**src/sws_consts.vh**
```
// constants for the standby wakeup sequencer
`ifndef SWS_CONSTS_VH
`define SWS_CONSTS_VH

// register byte offsets
`define SWS_OFF_PWRDN       8'h00
`define SWS_OFF_IRQCTL      8'h04
`define SWS_OFF_WDTCTL      8'h08
`define SWS_OFF_STATE       8'h0c
`define SWS_OFF_EVSTAT      8'h10
`define SWS_OFF_EVCLR       8'h14
`define SWS_OFF_EVEN        8'h18

// field positions
`define SWS_LPE_BIT         0
`define SWS_EDGE_BIT        0
`define SWS_WDS_MSB         2
`define SWS_WDS_LSB         0

// event bit positions
`define SWS_EV_NMI_WAKE     0
`define SWS_EV_POR_EXIT     1
`define SWS_EV_MAN_EXIT     2
`define SWS_EV_SLEEP        3
`define SWS_EV_STANDBY      4
`define SWS_EV_W            5

// reset values
`define SWS_RST_LPE         1'b0
`define SWS_RST_EDGE        1'b0
`define SWS_RST_WDS         3'h0
`define SWS_RST_EVEN        5'h00

// watchdog timing: overflow after this many prescaled ticks
`define SWS_WDT_TICKS       256
// prescale divisor is this base shifted left by the delay select
`define SWS_WDT_DIV_BASE    9'h002

`endif

```
**src/sws_sync.v**
```verilog
// two-flop synchroniser for an asynchronous pin level
`timescale 1ns/10ps
module sws_sync #(
	parameter INIT = 1'b0
) (
	// clock and reset
	input  wire clk_in,
	input  wire nrst_in,
	// level
	input  wire d_in,
	output wire q_out
);

	reg stage1;
	reg stage2;

	always @(posedge clk_in or negedge nrst_in) begin
		if (!nrst_in) begin
			stage1 <= INIT;
			stage2 <= INIT;
		end else begin
			stage1 <= d_in;
			stage2 <= stage1;
		end
	end

	assign q_out = stage2;

endmodule

```
**src/sws_top.v**
```verilog
// standby wakeup sequencer: sleep/standby control, wakeup timing, apb registers
//
// Contract
// - with the low-power entry bit set, a sleep instruction halts cpu, clock and peripherals.
// - with the low-power entry bit clear, a sleep instruction halts only the cpu.
// - standby ends only on an interrupt-pin edge, a power-on reset or a manual reset.
// - the selected interrupt-pin edge in standby restarts the oscillator, clocking only the watchdog.
// - the watchdog then counts the interval chosen by the wake-delay select set before standby.
// - on watchdog overflow the clock goes chip-wide, standby ends, and the nmi exception starts.
// - reset pin low with interrupt pin high in standby enters the power-on reset state.
// - reset pin low with interrupt pin low in standby enters the manual reset state.
// - with falling edge in force, a rising pin step before a power-on reset does not wake.
// - with falling edge in force, a falling pin step before a manual reset wakes via nmi first.
// - the edge-select bit picks falling edge at 0 and rising edge at 1.
// - after that handler, standby ends on the next selected edge of the interrupt pin, falling unless the edge-select bit is set.
`timescale 1ns/10ps
`include "sws_consts.vh"
module sws_top #(
	parameter WDT_TICKS = `SWS_WDT_TICKS
) (
	// clock and reset
	input  wire        CORE_CLK_IN,
	input  wire        NRST_IN,
	// apb slave
	input  wire        PSEL_IN,
	input  wire        PENABLE_IN,
	input  wire        PWRITE_IN,
	input  wire [7:0]  PADDR_IN,
	input  wire [31:0] PWDATA_IN,
	output reg  [31:0] PRDATA_OUT,
	output wire        PREADY_OUT,
	output wire        PSLVERR_OUT,
	// cpu side
	input  wire        SLEEP_REQ_IN,
	input  wire        IRQ_WAKE_IN,
	output reg         CPU_HALT_OUT,
	output reg         NMI_EXC_REQ_OUT,
	// clock tree
	output reg         OSC_EN_OUT,
	output reg         WDT_CLK_EN_OUT,
	output reg         CHIP_CLK_EN_OUT,
	output reg         PERIPH_HALT_OUT,
	// reset states
	output reg         POWER_ON_RESET_OUT,
	output reg         MANUAL_RESET_OUT,
	// external pins
	input  wire        NMI_PIN_IN,
	input  wire        CHIP_CLEAR_PIN_N_IN,
	// interrupt
	output wire        IRQ_OUT
);

	// one-hot states
	localparam [5:0] ST_RUN   = 6'h01;
	localparam [5:0] ST_SLEEP = 6'h02;
	localparam [5:0] ST_STBY  = 6'h04;
	localparam [5:0] ST_WAKE  = 6'h08;
	localparam [5:0] ST_POR   = 6'h10;
	localparam [5:0] ST_MAN   = 6'h20;

	localparam [15:0] WDT_LAST = WDT_TICKS[15:0] - 16'h0001;

	reg  [5:0]            state;
	reg  [5:0]            next_state;
	reg                   low_power_entry_bit;
	reg                   irq_edge_polarity_bit;
	reg  [2:0]            wake_delay_select;
	reg  [`SWS_EV_W-1:0]  ev_status;
	reg  [`SWS_EV_W-1:0]  ev_enable;
	reg  [`SWS_EV_W-1:0]  ev_set;
	reg                   nmi_prev;
	reg  [7:0]            wdt_pre;
	reg  [15:0]           wdt_count;
	wire                  nmi_lvl;
	wire                  clr_pin_n;
	wire                  nmi_rise;
	wire                  nmi_fall;
	wire                  nmi_edge;
	wire [8:0]            wdt_div;
	wire                  wdt_tick;
	wire                  wdt_ovf;
	wire                  apb_setup;
	wire                  apb_wr;
	wire                  addr_ok;
	wire                  addr_ro;
	wire                  clr_hit;
	wire                  reset_exit;

	// pin levels are resynchronised before use
	sws_sync #(.INIT(1'b1)) u_sync_nmi (
		.clk_in  (CORE_CLK_IN),
		.nrst_in (NRST_IN),
		.d_in    (NMI_PIN_IN),
		.q_out   (nmi_lvl)
	);

	sws_sync #(.INIT(1'b1)) u_sync_clr (
		.clk_in  (CORE_CLK_IN),
		.nrst_in (NRST_IN),
		.d_in    (CHIP_CLEAR_PIN_N_IN),
		.q_out   (clr_pin_n)
	);

	always @(posedge CORE_CLK_IN or negedge NRST_IN) begin
		if (!NRST_IN) begin
			nmi_prev <= 1'b1;
		end else begin
			nmi_prev <= nmi_lvl;
		end
	end

	assign nmi_rise = ~nmi_prev & nmi_lvl;
	assign nmi_fall = nmi_prev & ~nmi_lvl;
	// polarity 0 selects falling, 1 selects rising
	assign nmi_edge = irq_edge_polarity_bit ? nmi_rise : nmi_fall;

	// watchdog prescaler: divisor doubles with each step of the delay select
	assign wdt_div  = `SWS_WDT_DIV_BASE << wake_delay_select;
	assign wdt_tick = ({1'b0, wdt_pre} + 9'h001) == wdt_div;
	assign wdt_ovf  = wdt_tick && (wdt_count == WDT_LAST);

	always @(posedge CORE_CLK_IN or negedge NRST_IN) begin
		if (!NRST_IN) begin
			wdt_pre   <= 8'h00;
			wdt_count <= 16'h0000;
		end else if (state == ST_WAKE) begin
			if (wdt_tick) begin
				wdt_pre   <= 8'h00;
				wdt_count <= wdt_count + 16'h0001;
			end else begin
				wdt_pre <= wdt_pre + 8'h01;
			end
		end else begin
			wdt_pre   <= 8'h00;
			wdt_count <= 16'h0000;
		end
	end

	// sequencer
	always @* begin
		next_state = state;
		case (state)
			ST_RUN: begin
				if (!clr_pin_n) begin
					next_state = nmi_lvl ? ST_POR : ST_MAN;
				end else if (SLEEP_REQ_IN) begin
					next_state = low_power_entry_bit ? ST_STBY : ST_SLEEP;
				end
			end
			ST_SLEEP: begin
				if (!clr_pin_n) begin
					next_state = nmi_lvl ? ST_POR : ST_MAN;
				end else if (IRQ_WAKE_IN || nmi_edge) begin
					next_state = ST_RUN;
				end
			end
			ST_STBY: begin
				// only three causes end standby
				if (!clr_pin_n) begin
					next_state = nmi_lvl ? ST_POR : ST_MAN;
				end else if (nmi_edge) begin
					next_state = ST_WAKE;
				end
			end
			ST_WAKE: begin
				if (!clr_pin_n) begin
					next_state = nmi_lvl ? ST_POR : ST_MAN;
				end else if (wdt_ovf) begin
					next_state = ST_RUN;
				end
			end
			ST_POR: begin
				if (clr_pin_n) begin
					next_state = ST_RUN;
				end
			end
			ST_MAN: begin
				if (clr_pin_n) begin
					next_state = ST_RUN;
				end
			end
			default: begin
				next_state = ST_RUN;
			end
		endcase
	end

	always @(posedge CORE_CLK_IN or negedge NRST_IN) begin
		if (!NRST_IN) begin
			state <= ST_RUN;
		end else begin
			state <= next_state;
		end
	end

	// registered outputs follow the next state
	always @(posedge CORE_CLK_IN or negedge NRST_IN) begin
		if (!NRST_IN) begin
			CPU_HALT_OUT       <= 1'b0;
			OSC_EN_OUT         <= 1'b1;
			WDT_CLK_EN_OUT     <= 1'b1;
			CHIP_CLK_EN_OUT    <= 1'b1;
			PERIPH_HALT_OUT    <= 1'b0;
			POWER_ON_RESET_OUT <= 1'b0;
			MANUAL_RESET_OUT   <= 1'b0;
			NMI_EXC_REQ_OUT    <= 1'b0;
		end else begin
			CPU_HALT_OUT       <= (next_state & (ST_SLEEP | ST_STBY | ST_WAKE)) != 6'h00;
			OSC_EN_OUT         <= next_state != ST_STBY;
			WDT_CLK_EN_OUT     <= next_state != ST_STBY;
			CHIP_CLK_EN_OUT    <= (next_state & (ST_STBY | ST_WAKE)) == 6'h00;
			PERIPH_HALT_OUT    <= (next_state & (ST_STBY | ST_WAKE)) != 6'h00;
			POWER_ON_RESET_OUT <= next_state == ST_POR;
			MANUAL_RESET_OUT   <= next_state == ST_MAN;
			NMI_EXC_REQ_OUT    <= (state == ST_WAKE) && (next_state == ST_RUN);
		end
	end

	// apb decode
	assign apb_setup   = PSEL_IN & ~PENABLE_IN;
	assign apb_wr      = PSEL_IN & PENABLE_IN & PWRITE_IN;
	assign addr_ok     = (PADDR_IN == `SWS_OFF_PWRDN) || (PADDR_IN == `SWS_OFF_IRQCTL) ||
	                     (PADDR_IN == `SWS_OFF_WDTCTL) || (PADDR_IN == `SWS_OFF_STATE) ||
	                     (PADDR_IN == `SWS_OFF_EVSTAT) || (PADDR_IN == `SWS_OFF_EVCLR) ||
	                     (PADDR_IN == `SWS_OFF_EVEN);
	assign addr_ro     = (PADDR_IN == `SWS_OFF_STATE) || (PADDR_IN == `SWS_OFF_EVSTAT);
	assign PREADY_OUT  = 1'b1;
	assign PSLVERR_OUT = PSEL_IN & PENABLE_IN & (~addr_ok | (PWRITE_IN & addr_ro));
	assign clr_hit     = apb_wr && (PADDR_IN == `SWS_OFF_EVCLR);
	assign reset_exit  = (state == ST_POR) || (state == ST_MAN);

	// control registers; a reset state brings the entry and edge bits back to defaults, not the delay or the event enables
	always @(posedge CORE_CLK_IN or negedge NRST_IN) begin
		if (!NRST_IN) begin
			low_power_entry_bit   <= `SWS_RST_LPE;
			irq_edge_polarity_bit <= `SWS_RST_EDGE;
			wake_delay_select     <= `SWS_RST_WDS;
			ev_enable             <= `SWS_RST_EVEN;
		end else if (reset_exit) begin
			low_power_entry_bit   <= `SWS_RST_LPE;
			irq_edge_polarity_bit <= `SWS_RST_EDGE;
		end else if (apb_wr) begin
			case (PADDR_IN)
				`SWS_OFF_PWRDN: begin
					low_power_entry_bit <= PWDATA_IN[`SWS_LPE_BIT];
				end
				`SWS_OFF_IRQCTL: begin
					irq_edge_polarity_bit <= PWDATA_IN[`SWS_EDGE_BIT];
				end
				`SWS_OFF_WDTCTL: begin
					wake_delay_select <= PWDATA_IN[`SWS_WDS_MSB:`SWS_WDS_LSB];
				end
				`SWS_OFF_EVEN: begin
					ev_enable <= PWDATA_IN[`SWS_EV_W-1:0];
				end
				default: begin
					ev_enable <= ev_enable;
				end
			endcase
		end
	end

	// sticky events; a set in the clear cycle wins
	always @* begin
		ev_set                   = {`SWS_EV_W{1'b0}};
		ev_set[`SWS_EV_NMI_WAKE] = NMI_EXC_REQ_OUT;
		ev_set[`SWS_EV_POR_EXIT] = (state == ST_POR) && (next_state == ST_RUN);
		ev_set[`SWS_EV_MAN_EXIT] = (state == ST_MAN) && (next_state == ST_RUN);
		ev_set[`SWS_EV_SLEEP]    = (state == ST_RUN) && (next_state == ST_SLEEP);
		ev_set[`SWS_EV_STANDBY]  = (state == ST_RUN) && (next_state == ST_STBY);
	end

	always @(posedge CORE_CLK_IN or negedge NRST_IN) begin
		if (!NRST_IN) begin
			ev_status <= {`SWS_EV_W{1'b0}};
		end else if (clr_hit) begin
			ev_status <= (ev_status & ~PWDATA_IN[`SWS_EV_W-1:0]) | ev_set;
		end else begin
			ev_status <= ev_status | ev_set;
		end
	end

	assign IRQ_OUT = |(ev_status & ev_enable);

	// read data is captured in the setup cycle
	always @(posedge CORE_CLK_IN or negedge NRST_IN) begin
		if (!NRST_IN) begin
			PRDATA_OUT <= 32'h00000000;
		end else if (apb_setup && !PWRITE_IN) begin
			case (PADDR_IN)
				`SWS_OFF_PWRDN: begin
					PRDATA_OUT <= {31'h00000000, low_power_entry_bit};
				end
				`SWS_OFF_IRQCTL: begin
					PRDATA_OUT <= {31'h00000000, irq_edge_polarity_bit};
				end
				`SWS_OFF_WDTCTL: begin
					PRDATA_OUT <= {29'h00000000, wake_delay_select};
				end
				`SWS_OFF_STATE: begin
					PRDATA_OUT <= {26'h0000000, state};
				end
				`SWS_OFF_EVSTAT: begin
					PRDATA_OUT <= {27'h0000000, ev_status};
				end
				`SWS_OFF_EVEN: begin
					PRDATA_OUT <= {27'h0000000, ev_enable};
				end
				default: begin
					PRDATA_OUT <= 32'h00000000;
				end
			endcase
		end
	end

endmodule
```
**config.mk**
```make
export PLATFORM = sky130hd
export DESIGN_NAME = sws_top
export DESIGN_NICKNAME = d
export VERILOG_FILES = /design/src/sws_sync.v /design/src/sws_top.v
export VERILOG_INCLUDE_DIRS = /design/src
export SDC_FILE = /design/constraint.sdc
export NUM_CORES = 1
export LEC_CHECK = 0
export BUFFER_PORTS_ARGS = -buffer_cell sky130_fd_sc_hd__buf_4
export CELL_PAD_IN_SITES_DETAIL_PLACEMENT = 0
export CELL_PAD_IN_SITES_GLOBAL_PLACEMENT = 1
export CORE_UTILIZATION = 34
export CTS_CLUSTER_SIZE = 8
export DETAILED_ROUTE_END_ITERATION = 12
export GPL_TIMING_DRIVEN = 0
export PLACE_DENSITY_LB_ADDON = 0.1
export SYNTH_ARGS = -nofsm -noshare
export SYNTH_HDL_FRONTEND = slang
export SYNTH_SLANG_ARGS = --single-unit
```
**constraint.sdc**
```tcl
create_clock -name CORE_CLK_IN -period 3.04 [get_ports CORE_CLK_IN]
set_clock_uncertainty 0.15 [all_clocks]
set_input_delay 0.608 -clock CORE_CLK_IN [delete_from_list [all_inputs] [get_ports CORE_CLK_IN]]
set_output_delay 0.608 -clock CORE_CLK_IN [all_outputs]
set_load 0.05 [all_outputs]
```
==> flow_summary.ini, run 1 <==
[run_status]
outcome = finished, final reports clean

[final_layout]
final_cells = 605
insertedDiodeCount = 0
final_area_um2 = 4400
postLayoutCoreUtil_pct = 42.6
drive_above_1_share_pct = 25.6
nets = 515
area_growth_pct = 22.1

[placed_design]
dpl-instance-area_um2 = 4140
port_buffers = 36
placed_cells = 583
routabilityCongestion = 0.793
hpwlAfterDp_um = 6090
pre_cts_ws_ns = -0.149

[job]
max-cap-violations = 0

[power_and_ir_drop]
ir_drop_v = 0.000281
power_density_nw_per_um2 = 482
leakagePower_nw = 1.97
power_mw = 2.12

[sta]
finalHoldViolCount = 0
period_share_pct = 93.7
rsz0062_at_grt = false
max_freq_mhz = 351
period_needed_ns = 2.85
setup_viol = 0
final_max_slew_viol_count = 0
whs_ns = 0.193
setup_tns_ns = 0
layout_setup_ws_ns = 0.192
max_slew_margin_pct = 46.2
worst_pin_slew_ns = 0.807

[clock_tree]
clk_pin_slew_ns = 0.07
cts_tree = yes
clockBufferDepth = 2
cts_buffers = 9
clk-insertion-delay-late_ns = 0.34
root_buffer = clkbuf_8
clock_sinks = 63
h-tree-depth = 3
postCtsHoldBufs = 0

[yosys]
syn_area_um2 = 3600
ys_seq_area_share_pct = 44.0
synth_cell_types = 52
ys_warn_count = 0
syn_area_per_cell_um2 = 9.34
ys_ff_latch = 63
synth_async_sr_flop_share_pct = 100
synth-main-ff-cell = dfrtp_1
synth_edf_count = 0
netlist_instances = 386

[worst_setup_path]
slowest_stage = or4_1
worst-setup-path-type = reg -> reg
path_cells = and3_1, buf_2, and3_1, xnor3_1, a32o_1, nand4_4, buf_6, or4_1, a21oi_1
crit_path_end_kind = register
slowest_delay_ns = 0.46
crit_top_cell = and3_1
cp_top_family = simple AND/OR/NAND/NOR gates
required_ns = 3.14
critPathLaunchType = register
cp_max_fo = 9
arrival_ns = 2.95
worst-path-buf-inv = 2

[global_route]
track_usage_pct = 16.8
grt_pass1_vias = 2969
grt_pass1_wl_um = 14700
grt_overflow_total = 0
grt_max_degree = 64
antenna_found_initial = 0

[die]
initial_utilization_pct = 34.9
die_width_um = 105
die_area_um2 = 11000
ios = 92
die_h_um = 105
fp-row-count = 37
core_um2 = 10300

[routing]
dr.pass1.iters = 4
routed_wl_um = 8600
initialDrtViolationCount = 149
ant_nets = 0
num_vias = 3042
route.detailed.drc = 0
viasPerCell = 5.03
wl_per_cell_um = 14.2

[hold_path]
hold_class = in -> async
metal layers:
metal  GRT usage (%)  wire length (µm)  vias to the layer above
met5               0                 0                        -
met4            5.94                91                        0
met3            3.49               254                        8
met2            27.7              4240                       65
met1            21.7              4010                     1487
li1                -                 -                     1482
layout make-up:
class	count	area, µm²
Clock buffer	10	128
Sequential cell	63	1590
Multi-Input combinational cell	295	1820
Fill cell	1056	5920
Buffer	47	300
Timing Repair Buffer	41	305
Clock inverter	6	61.3
Inverter	7	26.3
Tap cell	136	170
worst reg2reg max path, delay by kind of cell, from the launching register on:
family,cells,cell delay (ns)
XOR/XNOR,1,0.29
flip-flops,1,0.44
AND/OR/NAND/NOR,4,1.06
AO/OA/AOI/OAI,2,0.49
buffers and inverters,2,0.34
timing repair:
item,4_1_cts,5_1_grt
pin swaps,1,2
gates resized for setup,0,8
gates cloned,0,2
setup endpoints to repair,1,11
setup buffers,0,4
final timing paths:
kind | from | end | slack, ns | cells after the start
setup / recovery | wdt_pre[2] | wdt_count[7] | 0.19 | 9
hold / removal | NRST_IN | wdt_pre[3] | 0.19 | 1
setup reg to reg | wdt_pre[2] | wdt_count[7] | 0.19 | 9
hold reg to reg | u_sync_clr.stage1 | u_sync_clr.q_out | 0.21 | 0
max in group asynchronous | NRST_IN | wdt_pre[4] | 1.96 | 1
min in group CORE_CLK_IN | u_sync_clr.stage1 | u_sync_clr.q_out | 0.21 | 0
cells in the final DEF, fill, tap and decap left out, types with 4 or more instances in the layout:
| cell | count |
|---|---|
| and3_1 | 9 |
| buf_4 | 70 |
| o31ai_1 | 7 |
| nand2b_1 | 6 |
| buf_2 | 4 |
| o21a_1 | 4 |
| o21ai_0 | 23 |
| nor2b_1 | 5 |
| dfrtp_1 | 54 |
| nand3_1 | 17 |
| nand2_1 | 37 |
| clkbuf_8 | 9 |
| clkbuf_1 | 14 |
| inv_1 | 7 |
| nor2_1 | 38 |
| mux2i_1 | 7 |
| a21oi_1 | 20 |
| mux2_2 | 11 |
| dfstp_2 | 8 |
| xor2_1 | 5 |
| nor3_1 | 6 |
| nand4_1 | 6 |
| a22oi_1 | 5 |
| or4_1 | 11 |
| conb_1 | 27 |
kinds of logic (layout without fill, tap and decap cells):
family / after synthesis / in the layout / synth area share (%)
mux: 18 / 18 / 5.38
xor+xnor: 11 / 11 / 3.44
fa+ha+maj: 2 / 2 / 0.694
flops: 63 / 63 / 44.0
other cells: 2 / 27 / 0.208
compound gates: 80 / 80 / 14.4
buf+inv: 54 / 111 / 9.06
simple gates: 156 / 157 / 22.8
state kept, by name, indices dropped and copies added, names as in the netlist:
register               cells
u_sync_clr.stage1          1
wdt_count                 16
POWER_ON_RESET_OUT         1
PERIPH_HALT_OUT            1
CPU_HALT_OUT               1
CHIP_CLK_EN_OUT            1
NMI_EXC_REQ_OUT            1
u_sync_nmi.q_out           1
MANUAL_RESET_OUT           1
WDT_CLK_EN_OUT             1
PRDATA_OUT                 6
nmi_prev                   1
u_sync_clr.q_out           1
wdt_pre                    8
ev_status                  5
u_sync_nmi.stage1          1
ev_enable                  5
low_power_entry_bit        1
wake_delay_select          3
state                      6
irq_edge_polarity_bit      1
power by group:
| part | leakage, nW | switching (mW) | internal [mW] |
|---|---|---|---|
| combinational | 1.05 | 0.307 | 0.146 |
| clock | 0.0960 | 0.338 | 0.376 |
| sequential | 0.827 | 0.0545 | 0.900 |
synthesized netlist by cell type, types with 3 or more instances:
cell	n	area, µm²
dfrtp_1	55	1380
nor2_1	38	143
nand2_1	37	139
buf_4	30	225
o21ai_0	25	125
a21oi_1	21	105
nand3_1	17	85.1
clkbuf_1	13	48.8
mux2_2	11	124
or4_1	11	82.6
and3_1	9	56.3
dfstp_2	8	210
o31ai_1	8	60.1
inv_1	7	26.3
mux2i_1	7	70.1
nand2b_1	6	37.5
nand4_1	6	37.5
nor3_1	6	30.0
a22oi_1	5	37.5
nor2b_1	5	31.3
xor2_1	5	43.8
o21a_1	4	30.0
xnor2_1	4	35.0
a32oi_1	3	26.3
buf_2	3	15.0
nor3b_1	3	22.5
nor4_1	3	18.8
or3_1	3	18.8
Power figures use the tool's default switching activity.
==> run 2: changes to the inputs <==
CORE_UTILIZATION = 40   (was 34)
SETUP_SLACK_MARGIN = 0.2   (was default)
==> flow_summary.ini, run 2 (synthesis results as in run 1) <==
[run_status]
outcome = finished, final reports clean

[worst_setup_path]
arrival_ns = 2.92
cp_max_fo = 6
ff2ff_setup_slack_ns = 0.23
worst-setup-path-type = reg -> reg
r2r_end = wdt_count[12]
r2r-start = wake_delay_select[1]
cp-startpoint = wake_delay_select[1]
crit_path_end = wdt_count[12]
required_ns = 3.15
crit_path_end_kind = register
worst-r2r-cell-count = 8
critPathLaunchType = register

[final_layout]
insertedDiodeCount = 0
regMostFlops = wdt_count
final_area_um2 = 4510
seqCellArea_um2 = 1590
largest_reg_flops = 16
top_regs = wdt_count: 16 flops, wdt_pre: 8 flops
drive_above_1_share_pct = 29.9
multiInputGateArea_um2 = 1920
nets = 517
nFillCells = 806
final_cell_mix = buf_4 (70), dfrtp_1 (54), nor2_1 (38)
layout_commonest_cell = buf_4
postLayoutCoreUtil_pct = 51.8
area_growth_pct = 25.2

[sta]
whs_ns = 0.181
max_slew_margin_pct = 47.1
period_needed_ns = 2.81
max_freq_mhz = 356
period_share_pct = 92.4
setup_viol = 0
layout_setup_ws_ns = 0.233
rsz0062_at_grt = true
finalHoldViolCount = 0
final_max_slew_viol_count = 0
setup_tns_ns = 0
worst_pin_slew_ns = 0.793

[routing]
routed_wl_um = 8220
num_vias = 2980
route.detailed.drc = 0
ant_nets = 0
dr.pass1.iters = 4
wl_per_cell_um = 14.2
viasPerCell = 5.15
initialDrtViolationCount = 94

[power_and_ir_drop]
power_density_nw_per_um2 = 468
ir_drop_v = 0.000301
leakagePower_nw = 2.02

[job]
max-cap-violations = 0

[placed_design]
pre_cts_ws_ns = -0.224
hpwlAfterDp_um = 5750
port_buffers = 36
dpl-instance-area_um2 = 4110
routabilityCongestion = 0.803

[clock_tree]
postCtsHoldBufs = 0
clockBufferDepth = 2
root_buffer = clkbuf_8
clock_sinks = 63
cts_tree = yes
h-tree-depth = 3
clk_pin_slew_ns = 0.07
cts_buffers = 9
clk-insertion-delay-late_ns = 0.33

[die]
die_width_um = 96.9
ios = 92
die_h_um = 96.9
die_area_um2 = 9400
fp-row-count = 34
core_um2 = 8720
initial_utilization_pct = 41.3

[hold_path]
hold_class = in -> async

[global_route]
grt_overflow_total = 0
grt_max_degree = 64
grt_pass1_vias = 2794
track_usage_pct = 17.8
grt_pass1_wl_um = 13500
antenna_found_initial = 0
## run 2: cell types whose count changed in the layout (fill, tap and decap cells not counted), sizes merged
| cell | change |
|---|---|
| nand4 | -1 |
| clkinvlp | +1 |
| buf | +4 |
| clkinv | -2 |
## run 2: where the power goes
group,switching [mW],total (mW),internal (mW)
sequential,0.0492,0.949,0.900
combinational,0.302,0.448,0.146
clock,0.335,0.715,0.379
## run 2: cell type report
cell class                      count  area share [%]
Multi-Input combinational cell    294            42.6
Sequential cell                    63            35.2
Timing Repair Buffer               44            7.51
Buffer                             47            6.96
Tap cell                          108            2.99
Clock buffer                       11            2.91
Clock inverter                      5            1.30
Inverter                            7           0.582
## run 2: metrics by stage
step                power [mW]  instances
detailed placement        1.41        555
finish                    2.11        579
CTS                       2.14        575
global placement          1.41        555
floorplan                 1.28        411
global route              2.22        579
## run 2: how the worst min path moves through the flow
stage	cells after the start	to	slack (ns)
after detailed placement	0	u_sync_nmi.q_out	0.20
after CTS	1	u_sync_clr.stage1	0.20
after global placement	0	u_sync_clr.q_out	0.20
after floorplan	0	CPU_HALT_OUT	0.16
final	1	wdt_pre[5]	0.18
after global routing	1	u_sync_nmi.stage1	0.19
## run 2: what timing repair did
action                     4_1_cts  5_1_grt
gates resized for setup          4       37
pin swaps                        2       17
buffers inserted                 4        3
gates cloned                     0        1
setup endpoints to repair       11       16
## run 2: critical path: stages, from the launching register on
cell,delay [ns]
dfrtp_1,0.38
buf_6,0.11
nand3b_1,0.21
xnor3_2,0.43
a2111oi_4,0.44
nand4_4,0.20
buf_6,0.17
or4b_4,0.50
a21oi_2,0.13
## run 2: routing by layer
layer / GRT usage [%] / vias to the layer above / part of all wire (%)
met1: 22.0 / 1438 / 45
met4: 6.20 / 0 / 0.62
li1: - / 1490 / -
met5: 0 / - / 0
met2: 30.4 / 48 / 52
met3: 4.05 / 4 / 2.5
==> run 3: changes to the inputs <==
CORE_ASPECT_RATIO = 1.1   (was default)
==> flow_summary.ini, run 3 (synthesis results as in run 1) <==
[global_route]
grt_pass1_wl_um = 13500
grt_overflow_total = 0
grt_max_degree = 64
antenna_found_initial = 0
track_usage_pct = 18.3
grt_pass1_vias = 2766

[final_layout]
nets = 517
area_growth_pct = 25.4
regMostFlops = wdt_count
postLayoutCoreUtil_pct = 52.9
final_cell_mix = buf_4 (71), dfrtp_1 (54), nand2_1 (37), nor2_1 (37), conb_1 (27)
insertedDiodeCount = 0
largest_reg_flops = 16
top_regs = wdt_count: 16 flops, wdt_pre: 8 flops
drive_above_1_share_pct = 28.9
layout_commonest_cell = buf_4

[placed_design]
port_buffers = 36
pre_cts_ws_ns = -0.234
routabilityCongestion = 0.836
hpwlAfterDp_um = 5750

[sta]
layout_setup_ws_ns = 0.226
worst_pin_slew_ns = 0.797
period_needed_ns = 2.81
rsz0062_at_grt = true
period_share_pct = 92.6
final_max_slew_viol_count = 0
max_freq_mhz = 355
max_slew_margin_pct = 46.9
whs_ns = 0.178
finalHoldViolCount = 0
setup_viol = 0

[power_and_ir_drop]
power_density_nw_per_um2 = 505
power_mw = 2.28
leakagePower_nw = 2.03
ir_drop_v = 0.000358

[die]
core_um2 = 8540
ios = 92
die_h_um = 102
fp-row-count = 35
die_width_um = 92.5
die_area_um2 = 9400
initial_utilization_pct = 42.2

[job]
max-cap-violations = 0

[routing]
wl_per_cell_um = 14.0
routed_wl_um = 8180
num_vias = 2981
initialDrtViolationCount = 149
route.detailed.drc = 0
ant_nets = 0
viasPerCell = 5.12
dr.pass1.iters = 4

[clock_tree]
clockBufferDepth = 2
clock_sinks = 63
cts_buffers = 9
clk-insertion-delay-late_ns = 0.35
h-tree-depth = 3
postCtsHoldBufs = 0
cts_tree = yes
root_buffer = clkbuf_8
clk_pin_slew_ns = 0.08

[run_status]
outcome = finished, final reports clean

[worst_setup_path]
crit_path_end_kind = register
worst-setup-path-type = reg -> reg
cp_max_fo = 8
arrival_ns = 2.92
required_ns = 3.15
critPathLaunchType = register

[hold_path]
hold_class = in -> async
## run 3: path summary, 6_finish.rpt
kind | to | start | depth (start not counted) | slack (ns)
setup / recovery | wdt_count[9] | wdt_pre[3] | 10 | 0.23
max in group asynchronous | wdt_pre[0] | NRST_IN | 1 | 1.98
min in group CORE_CLK_IN | u_sync_clr.q_out | u_sync_clr.stage1 | 0 | 0.21
hold reg to reg | u_sync_clr.q_out | u_sync_clr.stage1 | 0 | 0.21
hold / removal | wdt_pre[7] | NRST_IN | 1 | 0.18
setup reg to reg | wdt_count[9] | wdt_pre[3] | 10 | 0.23
## run 3: worst max-delay path, cell delays in order, from the launching register on
cell and delay, ns:
dfrtp_1 0.34, buf_6 0.11, and4_1 0.19, buf_6 0.10
and2_4 0.13, nand4_1 0.18, a2111oi_4 0.49, nand4_4 0.22
buf_6 0.17, or4_4 0.48, a21oi_2 0.15
## run 3: layer usage
layer  global-route usage, %  wire length (µm)
met1                    24.2              3770
met2                    29.9              4030
met4                    8.77               172
met3                    2.48               206
met5                       0                 0
## run 3: where the power goes
| part | leakage (nW) | switching, mW | internal, mW |
|---|---|---|---|
| Sequential | 0.827 | 0.0527 | 0.900 |
| Clock | 0.120 | 0.334 | 0.544 |
| Combinational | 1.08 | 0.307 | 0.146 |
## run 3: metrics by stage
step | instance area (µm²) | setup TNS, ns | cells
2_1_floorplan | 3700 | 0 | 411
3_5_place_dp | 4110 | -0.977 | 558
5_1_grt | 4520 | 0 | 582
4_1_cts | 4390 | 0 | 576
3_3_place_gp | 4110 | -0.900 | 558
6_report | 4520 | 0 | 582
## run 3: layout make-up
class                           instances  area (µm²)
Timing Repair Buffer                   44         332
Sequential cell                        63        1590
Clock inverter                          6         109
Tap cell                              111         139
Fill cell                             827        4020
Buffer                                 47         310
Multi-Input combinational cell        294        1890
Clock buffer                           10         128
Inverter                                7        26.3
## run 3: repair_timing
item                                    4_1_cts  5_1_grt
endpoints found under the setup margin       10       19
setup buffers                                 2        5
resized for setup                             5       25
gates cloned                                  0        1
pin swaps                                     2       10
